### src/rtl/dsf_pkg.sv
package dsf_pkg;

    localparam int DSF_AW = 12;
    localparam int DSF_DW = 32;

    // Register byte addresses
    localparam logic [DSF_AW-1:0] DSF_ADDR_CRC_LOW = 12'h50D;
    localparam logic [DSF_AW-1:0] DSF_ADDR_DIAG = 12'h526;
    localparam logic [DSF_AW-1:0] DSF_ADDR_CTRL = 12'h600;
    localparam logic [DSF_AW-1:0] DSF_ADDR_IRQ_STAT = 12'h604;
    localparam logic [DSF_AW-1:0] DSF_ADDR_IRQ_MASK = 12'h608;

    localparam logic [7:0] DSF_CRC_RESET = 8'hF3;
    localparam logic [4:0] DSF_DIAG_RESET = 5'h00;

    // Protector mode field codes
    localparam logic [1:0] DSF_MODE_SCAN = 2'h1;
    localparam logic [1:0] DSF_MODE_SELFTEST = 2'h2;

    // Control register field positions
    localparam int DSF_CTRL_TEMP_START = 0;
    localparam int DSF_CTRL_TEMP_MODE = 1;
    localparam int DSF_CTRL_VOLT_START = 3;
    localparam int DSF_CTRL_VOLT_MODE = 4;
    localparam int DSF_CTRL_SUPPLY_START = 6;

    localparam logic [DSF_DW-1:0] DSF_UNMAPPED = 32'h0000_0000;

    // Diagnostic flag layout, bit 4 down to bit 0
    typedef struct packed {
        logic temp_scan_done;
        logic volt_scan_done;
        logic temp_selftest_done;
        logic volt_selftest_done;
        logic supply_selftest_done;
    } dsf_flags_t;

    typedef struct packed {
        logic [DSF_AW-1:0] address;
        logic read;
        logic write;
        logic [DSF_DW-1:0] writedata;
    } dsf_req_t;

endpackage : dsf_pkg

### src/rtl/dsf_done_flag.sv
`timescale 1ns/1ps
module dsf_done_flag
(
    input wire logic mclk,
    input wire logic rst,
    input wire logic clr,
    input wire logic set,
    output logic flag
);
    import dsf_pkg::*;

    logic next_flag;

    // A completion in the clearing cycle wins
    always_comb
    begin
        next_flag = flag;
        if (clr)
        begin
            next_flag = 1'b0;
        end
        if (set)
        begin
            next_flag = 1'b1;
        end
    end

    always_ff @(posedge mclk)
    begin
        if (rst)
        begin
            flag <= 1'b0;
        end
        else
        begin
            flag <= next_flag;
        end
    end

    a_flag_set_cause: assert property (@(posedge mclk) disable iff (rst)
        !$past(flag) && flag |-> $past(set))
        else $error("flag rose without completion");

endmodule : dsf_done_flag

### src/rtl/dsf_status.sv
`timescale 1ns/1ps
module dsf_status
(
    input wire logic mclk,
    input wire logic rst,
    input wire logic [dsf_pkg::DSF_AW-1:0] avs_address,
    input wire logic avs_read,
    input wire logic avs_write,
    input wire logic [dsf_pkg::DSF_DW-1:0] avs_writedata,
    output logic [dsf_pkg::DSF_DW-1:0] avs_readdata,
    output logic avs_waitrequest,
    input wire logic [7:0] crc_value,
    input wire logic crc_valid,
    input wire dsf_pkg::dsf_flags_t run_complete,
    output logic temp_protector_start,
    output logic [1:0] temp_protector_mode,
    output logic volt_protector_start,
    output logic [1:0] volt_protector_mode,
    output logic supply_selftest_start,
    output logic irq
);
    import dsf_pkg::*;

    ////////////////////////////////////////////////////////////////////////
    // Bus slave: one wait cycle, answer on the second edge
    logic busy;
    logic next_busy;
    dsf_req_t req;
    logic [DSF_DW-1:0] next_readdata;
    logic next_waitrequest;
    logic [7:0] crc_low;
    logic [7:0] next_crc_low;
    dsf_flags_t flags;
    dsf_flags_t clr;
    dsf_flags_t irq_stat;
    dsf_flags_t next_irq_stat;
    dsf_flags_t irq_mask;
    dsf_flags_t next_irq_mask;
    dsf_flags_t prev_flags;
    logic wr_ctrl;
    logic next_irq;
    logic next_tstart;
    logic next_vstart;
    logic next_sstart;
    logic [1:0] next_tmode;
    logic [1:0] next_vmode;

    always_comb
    begin
        req.address = avs_address;
        req.read = avs_read;
        req.write = avs_write;
        req.writedata = avs_writedata;
    end

    always_comb
    begin
        next_busy = 1'b0;
        next_waitrequest = 1'b1;
        next_readdata = avs_readdata;
        if ((req.read || req.write) && !busy)
        begin
            next_busy = 1'b1;
            next_waitrequest = 1'b0;
            next_readdata = DSF_UNMAPPED;
            if (req.read)
            begin
                unique case (req.address)
                    DSF_ADDR_CRC_LOW:
                        next_readdata = {24'h000000, crc_low};
                    DSF_ADDR_DIAG:
                        next_readdata = {27'h0000000, flags};
                    DSF_ADDR_IRQ_STAT:
                        next_readdata = {27'h0000000, irq_stat};
                    DSF_ADDR_IRQ_MASK:
                        next_readdata = {27'h0000000, irq_mask};
                    default:
                        next_readdata = DSF_UNMAPPED;
                endcase
            end
        end
    end

    always_ff @(posedge mclk)
    begin
        if (rst)
        begin
            busy <= 1'b0;
            avs_waitrequest <= 1'b1;
            avs_readdata <= DSF_UNMAPPED;
        end
        else
        begin
            busy <= next_busy;
            avs_waitrequest <= next_waitrequest;
            avs_readdata <= next_readdata;
        end
    end

    // A write takes effect in the cycle waitrequest is low
    assign wr_ctrl = req.write && busy && !avs_waitrequest;

    ////////////////////////////////////////////////////////////////////////
    // Device CRC result byte
    always_comb
    begin
        next_crc_low = crc_low;
        if (crc_valid)
        begin
            next_crc_low = crc_value;
        end
    end

    always_ff @(posedge mclk)
    begin
        if (rst)
        begin
            crc_low <= DSF_CRC_RESET;
        end
        else
        begin
            crc_low <= next_crc_low;
        end
    end

    ////////////////////////////////////////////////////////////////////////
    // Start strobes and mode fields
    always_comb
    begin
        next_tstart = 1'b0;
        next_vstart = 1'b0;
        next_sstart = 1'b0;
        next_tmode = temp_protector_mode;
        next_vmode = volt_protector_mode;
        if (wr_ctrl && req.address == DSF_ADDR_CTRL)
        begin
            next_tstart = req.writedata[DSF_CTRL_TEMP_START];
            next_vstart = req.writedata[DSF_CTRL_VOLT_START];
            next_sstart = req.writedata[DSF_CTRL_SUPPLY_START];
            next_tmode = req.writedata[DSF_CTRL_TEMP_MODE +: 2];
            next_vmode = req.writedata[DSF_CTRL_VOLT_MODE +: 2];
        end
    end

    always_comb
    begin
        clr = '0;
        clr.temp_scan_done = next_tstart && next_tmode == DSF_MODE_SCAN;
        clr.volt_scan_done = next_vstart && next_vmode == DSF_MODE_SCAN;
        clr.volt_selftest_done =
            next_vstart && next_vmode == DSF_MODE_SELFTEST;
        clr.supply_selftest_done = next_sstart;
        clr.temp_selftest_done =
            next_tstart && next_tmode == DSF_MODE_SELFTEST;
    end

    always_ff @(posedge mclk)
    begin
        if (rst)
        begin
            temp_protector_start <= 1'b0;
            volt_protector_start <= 1'b0;
            supply_selftest_start <= 1'b0;
            temp_protector_mode <= 2'h0;
            volt_protector_mode <= 2'h0;
        end
        else
        begin
            temp_protector_start <= next_tstart;
            volt_protector_start <= next_vstart;
            supply_selftest_start <= next_sstart;
            temp_protector_mode <= next_tmode;
            volt_protector_mode <= next_vmode;
        end
    end

    ////////////////////////////////////////////////////////////////////////
    // Completion flags
    for (genvar i = 0; i < $bits(dsf_flags_t); i++)
    begin : g_flag
        dsf_done_flag u_flag
        (
            .mclk(mclk),
            .rst(rst),
            .clr(clr[i]),
            .set(run_complete[i]),
            .flag(flags[i])
        );
    end

    ////////////////////////////////////////////////////////////////////////
    // Interrupt: rising flag sets a sticky bit, write one clears
    always_comb
    begin
        next_irq_stat = irq_stat;
        next_irq_mask = irq_mask;
        if (wr_ctrl && req.address == DSF_ADDR_IRQ_STAT)
        begin
            next_irq_stat = irq_stat & ~dsf_flags_t'(req.writedata[4:0]);
        end
        if (wr_ctrl && req.address == DSF_ADDR_IRQ_MASK)
        begin
            next_irq_mask = dsf_flags_t'(req.writedata[4:0]);
        end
        next_irq_stat = next_irq_stat | (flags & ~prev_flags);
        next_irq = |(next_irq_stat & next_irq_mask);
    end

    always_ff @(posedge mclk)
    begin
        if (rst)
        begin
            irq_stat <= DSF_DIAG_RESET;
            irq_mask <= DSF_DIAG_RESET;
            prev_flags <= DSF_DIAG_RESET;
            irq <= 1'b0;
        end
        else
        begin
            irq_stat <= next_irq_stat;
            irq_mask <= next_irq_mask;
            prev_flags <= flags;
            irq <= next_irq;
        end
    end

    ////////////////////////////////////////////////////////////////////////
    a_crc_reset_value: assert property (@(posedge mclk)
        $fell(rst) |-> crc_low == DSF_CRC_RESET)
        else $error("crc byte wrong after reset");
    a_crc_tracks_input: assert property (@(posedge mclk) disable iff (rst)
        crc_valid |=> crc_low == $past(crc_value))
        else $error("crc byte not loaded");
    a_temp_scan_clear: assert property (@(posedge mclk) disable iff (rst)
        clr.temp_scan_done && !run_complete.temp_scan_done
        |=> !flags.temp_scan_done)
        else $error("temp scan flag not cleared");
    a_volt_scan_clear: assert property (@(posedge mclk) disable iff (rst)
        clr.volt_scan_done && !run_complete.volt_scan_done
        |=> !flags.volt_scan_done)
        else $error("volt scan flag not cleared");
    a_volt_test_clear: assert property (@(posedge mclk) disable iff (rst)
        clr.volt_selftest_done && !run_complete.volt_selftest_done
        |=> !flags.volt_selftest_done)
        else $error("volt selftest flag not cleared");
    a_supply_test_clear: assert property (@(posedge mclk) disable iff (rst)
        clr.supply_selftest_done && !run_complete.supply_selftest_done
        |=> !flags.supply_selftest_done)
        else $error("supply selftest flag not cleared");
    a_temp_test_clear: assert property (@(posedge mclk) disable iff (rst)
        clr.temp_selftest_done && !run_complete.temp_selftest_done
        |=> !flags.temp_selftest_done)
        else $error("temp selftest flag not cleared");
    a_flag_set_wins: assert property (@(posedge mclk) disable iff (rst)
        run_complete.volt_scan_done |=> flags.volt_scan_done)
        else $error("completion lost");
    a_bus_answer_one: assert property (@(posedge mclk) disable iff (rst)
        (avs_read || avs_write) && avs_waitrequest && !busy
        |=> !avs_waitrequest ##1 avs_waitrequest)
        else $error("bus answer timing wrong");

    c_temp_scan: cover property (@(posedge mclk) disable iff (rst)
        clr.temp_scan_done ##[1:50] flags.temp_scan_done);
    c_volt_test: cover property (@(posedge mclk) disable iff (rst)
        clr.volt_selftest_done ##[1:50] flags.volt_selftest_done);
    c_irq_raised: cover property (@(posedge mclk) disable iff (rst)
        $rose(irq));

endmodule : dsf_status

### config.mk
export PLATFORM = sky130hd
export DESIGN_NAME = dsf_status
export DESIGN_NICKNAME = d
export VERILOG_FILES = /design/src/rtl/dsf_pkg.sv /design/src/rtl/dsf_done_flag.sv /design/src/rtl/dsf_status.sv
export SDC_FILE = /design/constraint.sdc
export NUM_CORES = 1
export LEC_CHECK = 0
export BUFFER_PORTS_ARGS = -buffer_cell sky130_fd_sc_hd__buf_2
export CORE_UTILIZATION = 45
export DETAILED_ROUTE_END_ITERATION = 7
export PLACE_DENSITY = 0.79
export SYNTH_ARGS = -nofsm -noshare
export SYNTH_HDL_FRONTEND = slang
export SYNTH_SLANG_ARGS = --single-unit
### constraint.sdc
create_clock -name mclk -period 2.2 [get_ports mclk]
set_input_delay 0.44 -clock mclk [delete_from_list [all_inputs] [get_ports mclk]]
set_output_delay 0.44 -clock mclk [all_outputs]
set_load 0.05 [all_outputs]
==> results of run 1 <==
-- stage by stage --
step           total power [mW]  utilization, %  instances  cell area [um^2]
2_1_floorplan             1.090               -        238              2116
3_3_place_gp              1.114           52.47        319              2285
3_5_place_dp              1.119           52.47        319              2285
4_1_cts                   1.722           54.91        327              2391
5_1_grt                   1.780           54.91        327              2391
6_report                  1.716           54.91        327              2391
-- synth_stat cells (2+ instances only) --
cell and number:
nand3_1 5, buf_4 25, nand4b_1 4, mux2i_1 17, nor3b_1 4, a21oi_1 7
nor2b_1 12, nor3_1 2, o2bb2ai_1 2, a222oi_1 5, a22o_1 7, dfxtp_1 46
and3_1 2, nand2_1 19, o22ai_1 2, a21oi_2 2, nor3_2 3, nor2_1 29
clkbuf_1 5
-- area by class of cell --
type | count | share of cell area, %
multi-input cells | 160 | 41.03
flip-flops and latches | 46 | 38.51
repair buffers | 59 | 12.98
clock buffers | 7 | 3.192
well taps | 52 | 2.721
clock inverters | 1 | 1.256
inverters | 2 | 0.3140
-- registers in the layout (all words and copies together), names as in the netlist, 2 cells and up --
signal	cells
avs_readdata	8
prev_flags	5
crc_low	8
g_flag.u_flag.flag	5
temp_protector_mode	2
irq_stat	5
irq_mask	5
volt_protector_mode	2
-- cell families after synthesis --
kind of cell | count (synthesis) | share of synthesized area (%)
AOI/OAI and AO/OA | 27 | 10.36
buffers and inverters | 32 | 10.54
DFF | 46 | 45.38
muxes | 17 | 8.385
other | 1 | 0.1848
and+or+nand+nor | 92 | 25.15
-- power groups by stage --
stage / registers [mW] / clock network [mW] / logic, mW
final: 0.882 / 0.617 / 0.217
after global routing: 0.886 / 0.659 / 0.235
after CTS: 0.882 / 0.622 / 0.218
after detailed placement: 0.902 / 0 / 0.218
after global placement: 0.900 / 0 / 0.214
after floorplan: 0.900 / 0 / 0.190
-- worst register-to-register path: stages (launching register included) --
cell and delay (ps):
dfxtp_1 350, nand2_1 80, or2_1 260, nor3_4 350, mux2i_1 290, o22ai_1 120, o31a_1 290
-- worst paths after layout --
path,start,endpoint,cells past startpoint
setup / recovery,busy,irq,6
hold reg to reg,avs_readdata[1],avs_readdata[1],1
setup reg to reg,busy,irq,6
hold / removal,run_complete[3],g_flag[3].u_flag.flag,3
-- metal layers --
layer	routed length (um)	global-route usage, %	vias to the layer above
met1	1832	23.98	774
met4	89	7.710	0
met5	0	0	-
met2	1950	29.88	62
li1	-	-	818
met3	278	3.947	8
==> run summary, run 1 <==
====================================================================================
Max Clock Skew ........................................................     4.741 ps
CP peak stage delay ...................................................       350 ps
Fin. Hold Viols .......................................................            0
Final global-route overflow total .....................................            0
Maximum clock frequency ...............................................    541.1 MHz
Main area contributors after synthesis ................................ dfxtp_1 (45%), buf_4 (9.2%), mux2i_1 (8.4%)
Final Wtd Congestion ..................................................       0.8551
Sequential area share after synthesis .................................       45.38%
Crit Path Category .................................................... flop to flop
Register-to-register path setup slack .................................       350 ps
Total CTS buffers .....................................................            5
Share of flip-flops with an asynchronous set or reset .................           0%
Total power per unit cell area ........................................ 717.6 nW/um^2
Post-Syn Area .........................................................    2029 um^2
Gr usage total ........................................................       18.53%
Routed vias/inst ......................................................        5.083
Setup Fix Bufs, Post-CTS ..............................................            0
Hold bufs inserted after CTS ..........................................            0
Outcome ...............................................................    completed
Number of pins exceeding their max-slew limit in the final report .....            0
Cell accounting for the most synthesized area .........................      dfxtp_1
DIE HEIGHT ............................................................     69.16 um
Detail Placement HPWL .................................................     3.186 mm
Die Footprint .........................................................    4782 um^2
Top Family by Delay on Critical Path .................................. simple AND/OR/NAND/NOR gates
Number of filler instances in the final layout ........................          415
Sequential share of power .............................................        51.4%
Most used DFF post-synth ..............................................      dfxtp_1
Number of max-cap violations ..........................................            0
Period utilization ....................................................       84.00%
DRC marker count from the first detailed-route iteration ..............           62
Final Critical Period .................................................      1848 ps
Number of library cell types mapped by synthesis ......................           36
Number of placed I/O pins .............................................          103
Detailed-route via count ..............................................         1662
Cell Rows .............................................................           24
Series of cell instances along the critical path ...................... nand2_1 -> or2_1 -> nor3_4 -> mux2i_1 -> o22ai_1 -> o31a_1
Pre-CTS worst setup slack .............................................     54.01 ps
Required time worst endpoint ..........................................      2400 ps
Maximum number of pins on one net before global-route repair ..........           29
Fraction of final layout cells sized beyond drive strength 1 ..........       27.27%
Layout Area Growth over Synthesis .....................................       17.82%
Number of global-route vias before repair .............................         1542
Area used by sequential logic in the layout ...........................   920.9 um^2
Class of the most critical hold timing path ........................... primary input to flop
Drc violations ........................................................            0
Number of cells upsized or downsized after cts ........................            0
Part of the power in combinational logic ..............................        12.7%
Largest voltage drop on the vdd net ...................................    0.4615 mV
Total routed wirelength ...............................................     4.151 mm
Initial Utilization ...................................................       46.61%
Multi-input gate area .................................................   980.9 um^2
Total negative slack for setup checks .................................         0 ps
Max Buffers Root-to-Sink ..............................................            2
Most common cell after layout, fill and taps aside ....................        buf_2
Internal Pwr Total ....................................................     1.261 mW
Setup violations, final ...............................................            0
Number of antenna violations at the first check in global routing .....            0
Syn Inst Count ........................................................          215
Total number of yosys warnings ........................................            0
Count of buffering cells on the critical path with inverters included .            0
Clock network power share .............................................        35.9%
Switching component of the power ......................................     454.8 uW
Critical path's slowest cell ..........................................      dfxtp_1
Unrepaired setup endpoints after global routing .......................        false
Critical path fanouts, max ............................................            5
Share of the synthesized area in the top cell type ....................       45.38%
Final Hold Slack ......................................................     344.0 ps
Element type at the critical path start ...............................         flop
Net count reported at finish ..........................................          336
Post-synthesis average cell area ......................................   9.439 um^2
Share of total power consumed by net switching ........................       26.51%
Post-route worst setup slack ..........................................     352.0 ps
Number of sinks driven by the clock tree ..............................           46
Endpoint class of the critical path ...................................         flop
Highest-count cells in the layout ignoring fill and taps .............. buf_2 (53), dfxtp_1 (46), nor2_1 (29)
Data arrival at the endpoint of the critical path .....................      2040 ps
Clock Latency Late Sink ...............................................       300 ps
CTS tree ..............................................................         done
Antenna cell count ....................................................            0
Routed len/inst .......................................................     12.69 um
DR pass1 iterations ...................................................            4
Post-DRT Antenna Nets .................................................            0
Count of flip-flops with a built-in enable after synthesis ............            0
Leakage ...............................................................     1.085 nW
Register clock-pin slew on the reported worst setup and hold paths ....        80 ps
Flop and latch count out of synthesis .................................           46
Quantity of I/O buffers inserted on ports .............................           53
Maximum level of the CTS H-tree .......................................            2
Core region area ......................................................    4354 um^2
Wire length of the first global-routing pass ..........................     7.003 mm
Root Driver ...........................................................     clkbuf_8
Die W .................................................................     69.16 um
====================================================================================
Power figures use the tool's default switching activity.
==> run 2, diff against run 1 <==
ABC_AREA = 1   (was not set)
CORE_UTILIZATION = 47   (was 45)
PLACE_DENSITY = 0.8   (was 0.79)
clock period = 1.8 ns   (was 2.2 ns; I/O delays follow)
==> run 2 against run 1 <==
Against the previous run:
- the run now ends with DRC left
- combinational power rose by 51%
- synthesized cell count rose by 47%
- utilization rose by 2.1 points
- critical path depth rose by 1
- flip-flop and latch count did not move
- routed wire length rose by 18%
- final cell count rose by 35%
- non-clock buffer count fell by 2
- global-route usage rose by 1.9 points
- largest cell class unchanged
- largest power group unchanged
==> run summary, run 2 <==
====================================================================================
Worst-margin pin slew .................................................     524.7 ps
Number of global-route vias before repair .............................         1911
Max-slew headroom .....................................................       64.89%
Number of cells upsized or downsized after cts ........................            0
Largest voltage drop on the vdd net ...................................    0.6996 mV
Total negative slack for setup checks .................................         0 ps
Initial Utilization ...................................................       48.98%
Critical path's slowest cell ..........................................      dfxtp_1
Class of the most critical hold timing path ........................... primary input to flop
Post-DRT Antenna Nets .................................................            0
Share of the synthesized area in the top cell type ....................       39.81%
CP peak stage delay ...................................................       340 ps
Final global-route overflow total .....................................            0
Total routed wirelength ...............................................     4.915 mm
Total power per unit cell area ........................................ 803.6 nW/um^2
Clock Latency Late Sink ...............................................       300 ps
Sequential area share after synthesis .................................       39.81%
DR pass1 iterations ...................................................            6
Unrepaired setup endpoints after global routing .......................        false
Maximum clock frequency ...............................................    676.5 MHz
Data arrival at the endpoint of the critical path .....................      1680 ps
Post-synthesis average cell area ......................................   7.321 um^2
Setup Fix Bufs, Post-CTS ..............................................            0
Core region area ......................................................    4723 um^2
Top metal layer carrying routed signals ...............................         met4
Maximum level of the CTS H-tree .......................................            2
Detailed-route wire length on metal 1 .................................     2.144 mm
Final Critical Period .................................................      1478 ps
Top Family by Delay on Critical Path .................................. simple AND/OR/NAND/NOR gates
Setup violations, final ...............................................            0
Total length of routed met2 wires .....................................     2.343 mm
Critical path fanouts, max ............................................           10
Number of sinks driven by the clock tree ..............................           46
DIE HEIGHT ............................................................     72.16 um
Post-Syn Area .........................................................    2313 um^2
Element type at the critical path start ...............................         flop
Cell Rows .............................................................           25
Share of flip-flops with an asynchronous set or reset .................           0%
Max Clock Skew ........................................................     5.093 ps
Number of library cell types mapped by synthesis ......................           32
Highest-count cells in the layout ignoring fill and taps .............. nand2_1 (63), buf_2 (53), dfxtp_1 (46)
Hold bufs inserted after CTS ..........................................            0
Largest registers ..................................................... avs_readdata: 8 flops, crc_low: 8 flops
Failing checks ........................................................          DRC
Number of max-cap violations ..........................................            0
Cell accounting for the most synthesized area .........................      dfxtp_1
Flop and latch count out of synthesis .................................           46
Total CTS buffers .....................................................            5
Gr usage total ........................................................       20.42%
Number of placed I/O pins .............................................          103
Die W .................................................................     72.16 um
Most common cell after layout, fill and taps aside ....................      nand2_1
Post-layout utilization of the core ...................................       57.03%
Count of buffering cells on the critical path with inverters included .            1
Syn Inst Count ........................................................          316
Series of cell instances along the critical path ...................... nand2_1 -> nor2_4 -> nand3_4 -> inv_2 -> nand3_1 -> o21ai_1 -> nand2_1
Count of flip-flops with a built-in enable after synthesis ............            0
Root Driver ...........................................................     clkbuf_8
Most instantiated cells after synthesis ............................... nand2_1 (63), dfxtp_1 (46), inv_1 (42)
Antenna cell count ....................................................            0
Die Footprint .........................................................    5207 um^2
Max Buffers Root-to-Sink ..............................................            2
Outcome ............................................................... finished with violations
Number of pins exceeding their max-slew limit in the final report .....            0
Routed len/inst .......................................................     11.09 um
Net count reported at finish ..........................................          437
Detail Route met3 WL ..................................................       346 um
Leakage ...............................................................     1.376 nW
Final Wtd Congestion ..................................................       0.9030
CTS tree ..............................................................         done
DRC marker count from the first detailed-route iteration ..............          118
Wire length of the first global-routing pass ..........................     8.266 mm
Detailed-route via count ..............................................         2125
Routed vias/inst ......................................................        4.797
Detail Placement HPWL .................................................     3.848 mm
Total number of yosys warnings ........................................            0
Fraction of final layout cells sized beyond drive strength 1 ..........       24.47%
Required time worst endpoint ..........................................      2000 ps
Maximum number of pins on one net before global-route repair ..........           22
Main area contributors after synthesis ................................ dfxtp_1 (40%), nand2_1 (10%), buf_4 (7.8%)
Crit Path Category .................................................... flop to flop
Crit-path most repeated cell ..........................................      nand2_1
Most common cell in the netlist .......................................      nand2_1
Endpoint class of the critical path ...................................         flop
Fin. Hold Viols .......................................................            0
Most used DFF post-synth ..............................................      dfxtp_1
Period utilization ....................................................       82.13%
Quantity of I/O buffers inserted on ports .............................           53
Drc violations ........................................................            2
Layout Area Growth over Synthesis .....................................       16.44%
Register clock-pin slew on the reported worst setup and hold paths ....        80 ps
Number of antenna violations at the first check in global routing .....            0
====================================================================================
run 2: cell count changes after synthesis, sizes merged, moves of 11 or more:
cell,change
nand2,+46
inv,+44
o21ai,+26
mux2i,-17
nand3,+17
nor2b,-12
nor2,+11
run 2: report_power, final:
| group | switching (mW) | internal [mW] | total (mW) | leakage, nW |
|---|---|---|---|---|
| Combinational | 0.247 | 0.0806 | 0.327 | 0.947 |
| Clock | 0.343 | 0.414 | 0.757 | 0.0514 |
| Sequential | 0.0193 | 1.06 | 1.08 | 0.378 |
run 2: cells by family after synthesis:
group / Yosys count / share of synthesized area [%]
other: 1 / 0.1621
AO/OA/AOI/OAI: 46 / 11.19
buffers and inverters: 75 / 16.06
AND/OR/NAND/NOR: 148 / 32.77
flip-flops: 46 / 39.81
run 2: worst reg2reg max path: cells and delay by family, from the launching register on:
family | cells | cell delay [ps]
compound gates | 1 | 140
flops | 1 | 340
simple gates | 5 | 720
buf+inv | 1 | 190
run 2: routing by layer:
metal  GRT usage (%)  vias to the layer above
li1                -                     1082
met1           25.67                      948
met2           33.85                       88
met3           4.722                        7
met4           8.061                        0
met5               0                        -
run 2: layout make-up:
cell class	instances	area, um^2
Timing Repair Buffer	57	295.3
Fill cell	464	2029
Clock inverter	2	37.54
Clock buffer	6	72.57
Tap cell	67	83.83
Multi-Input combinational cell	218	1107
Inverter	47	176.4
Sequential cell	46	920.9
run 2: worst paths after layout:
kind | slack (ps) | end | start | cells after the start
max | 320 | g_flag[2].u_flag.flag | busy | 7
min | 250 | g_flag[1].u_flag.flag | run_complete[1] | 3
max reg2reg | 320 | g_flag[2].u_flag.flag | busy | 7
min reg2reg | 460 | avs_readdata[6] | avs_readdata[6] | 2
run 2: per-stage QoR:
stage	area (um^2)	total power, mW	setup WS (ps)	cells	hold WS (ps)
floorplan	2400	1.384	327.2	339	428.4
global placement	2584	1.423	89.27	435	435.8
detailed placement	2584	1.431	34.87	435	446.5
CTS	2694	2.179	304.9	443	243.7
global route	2694	2.251	170.2	443	260.8
finish	2694	2.165	321.7	443	247.4
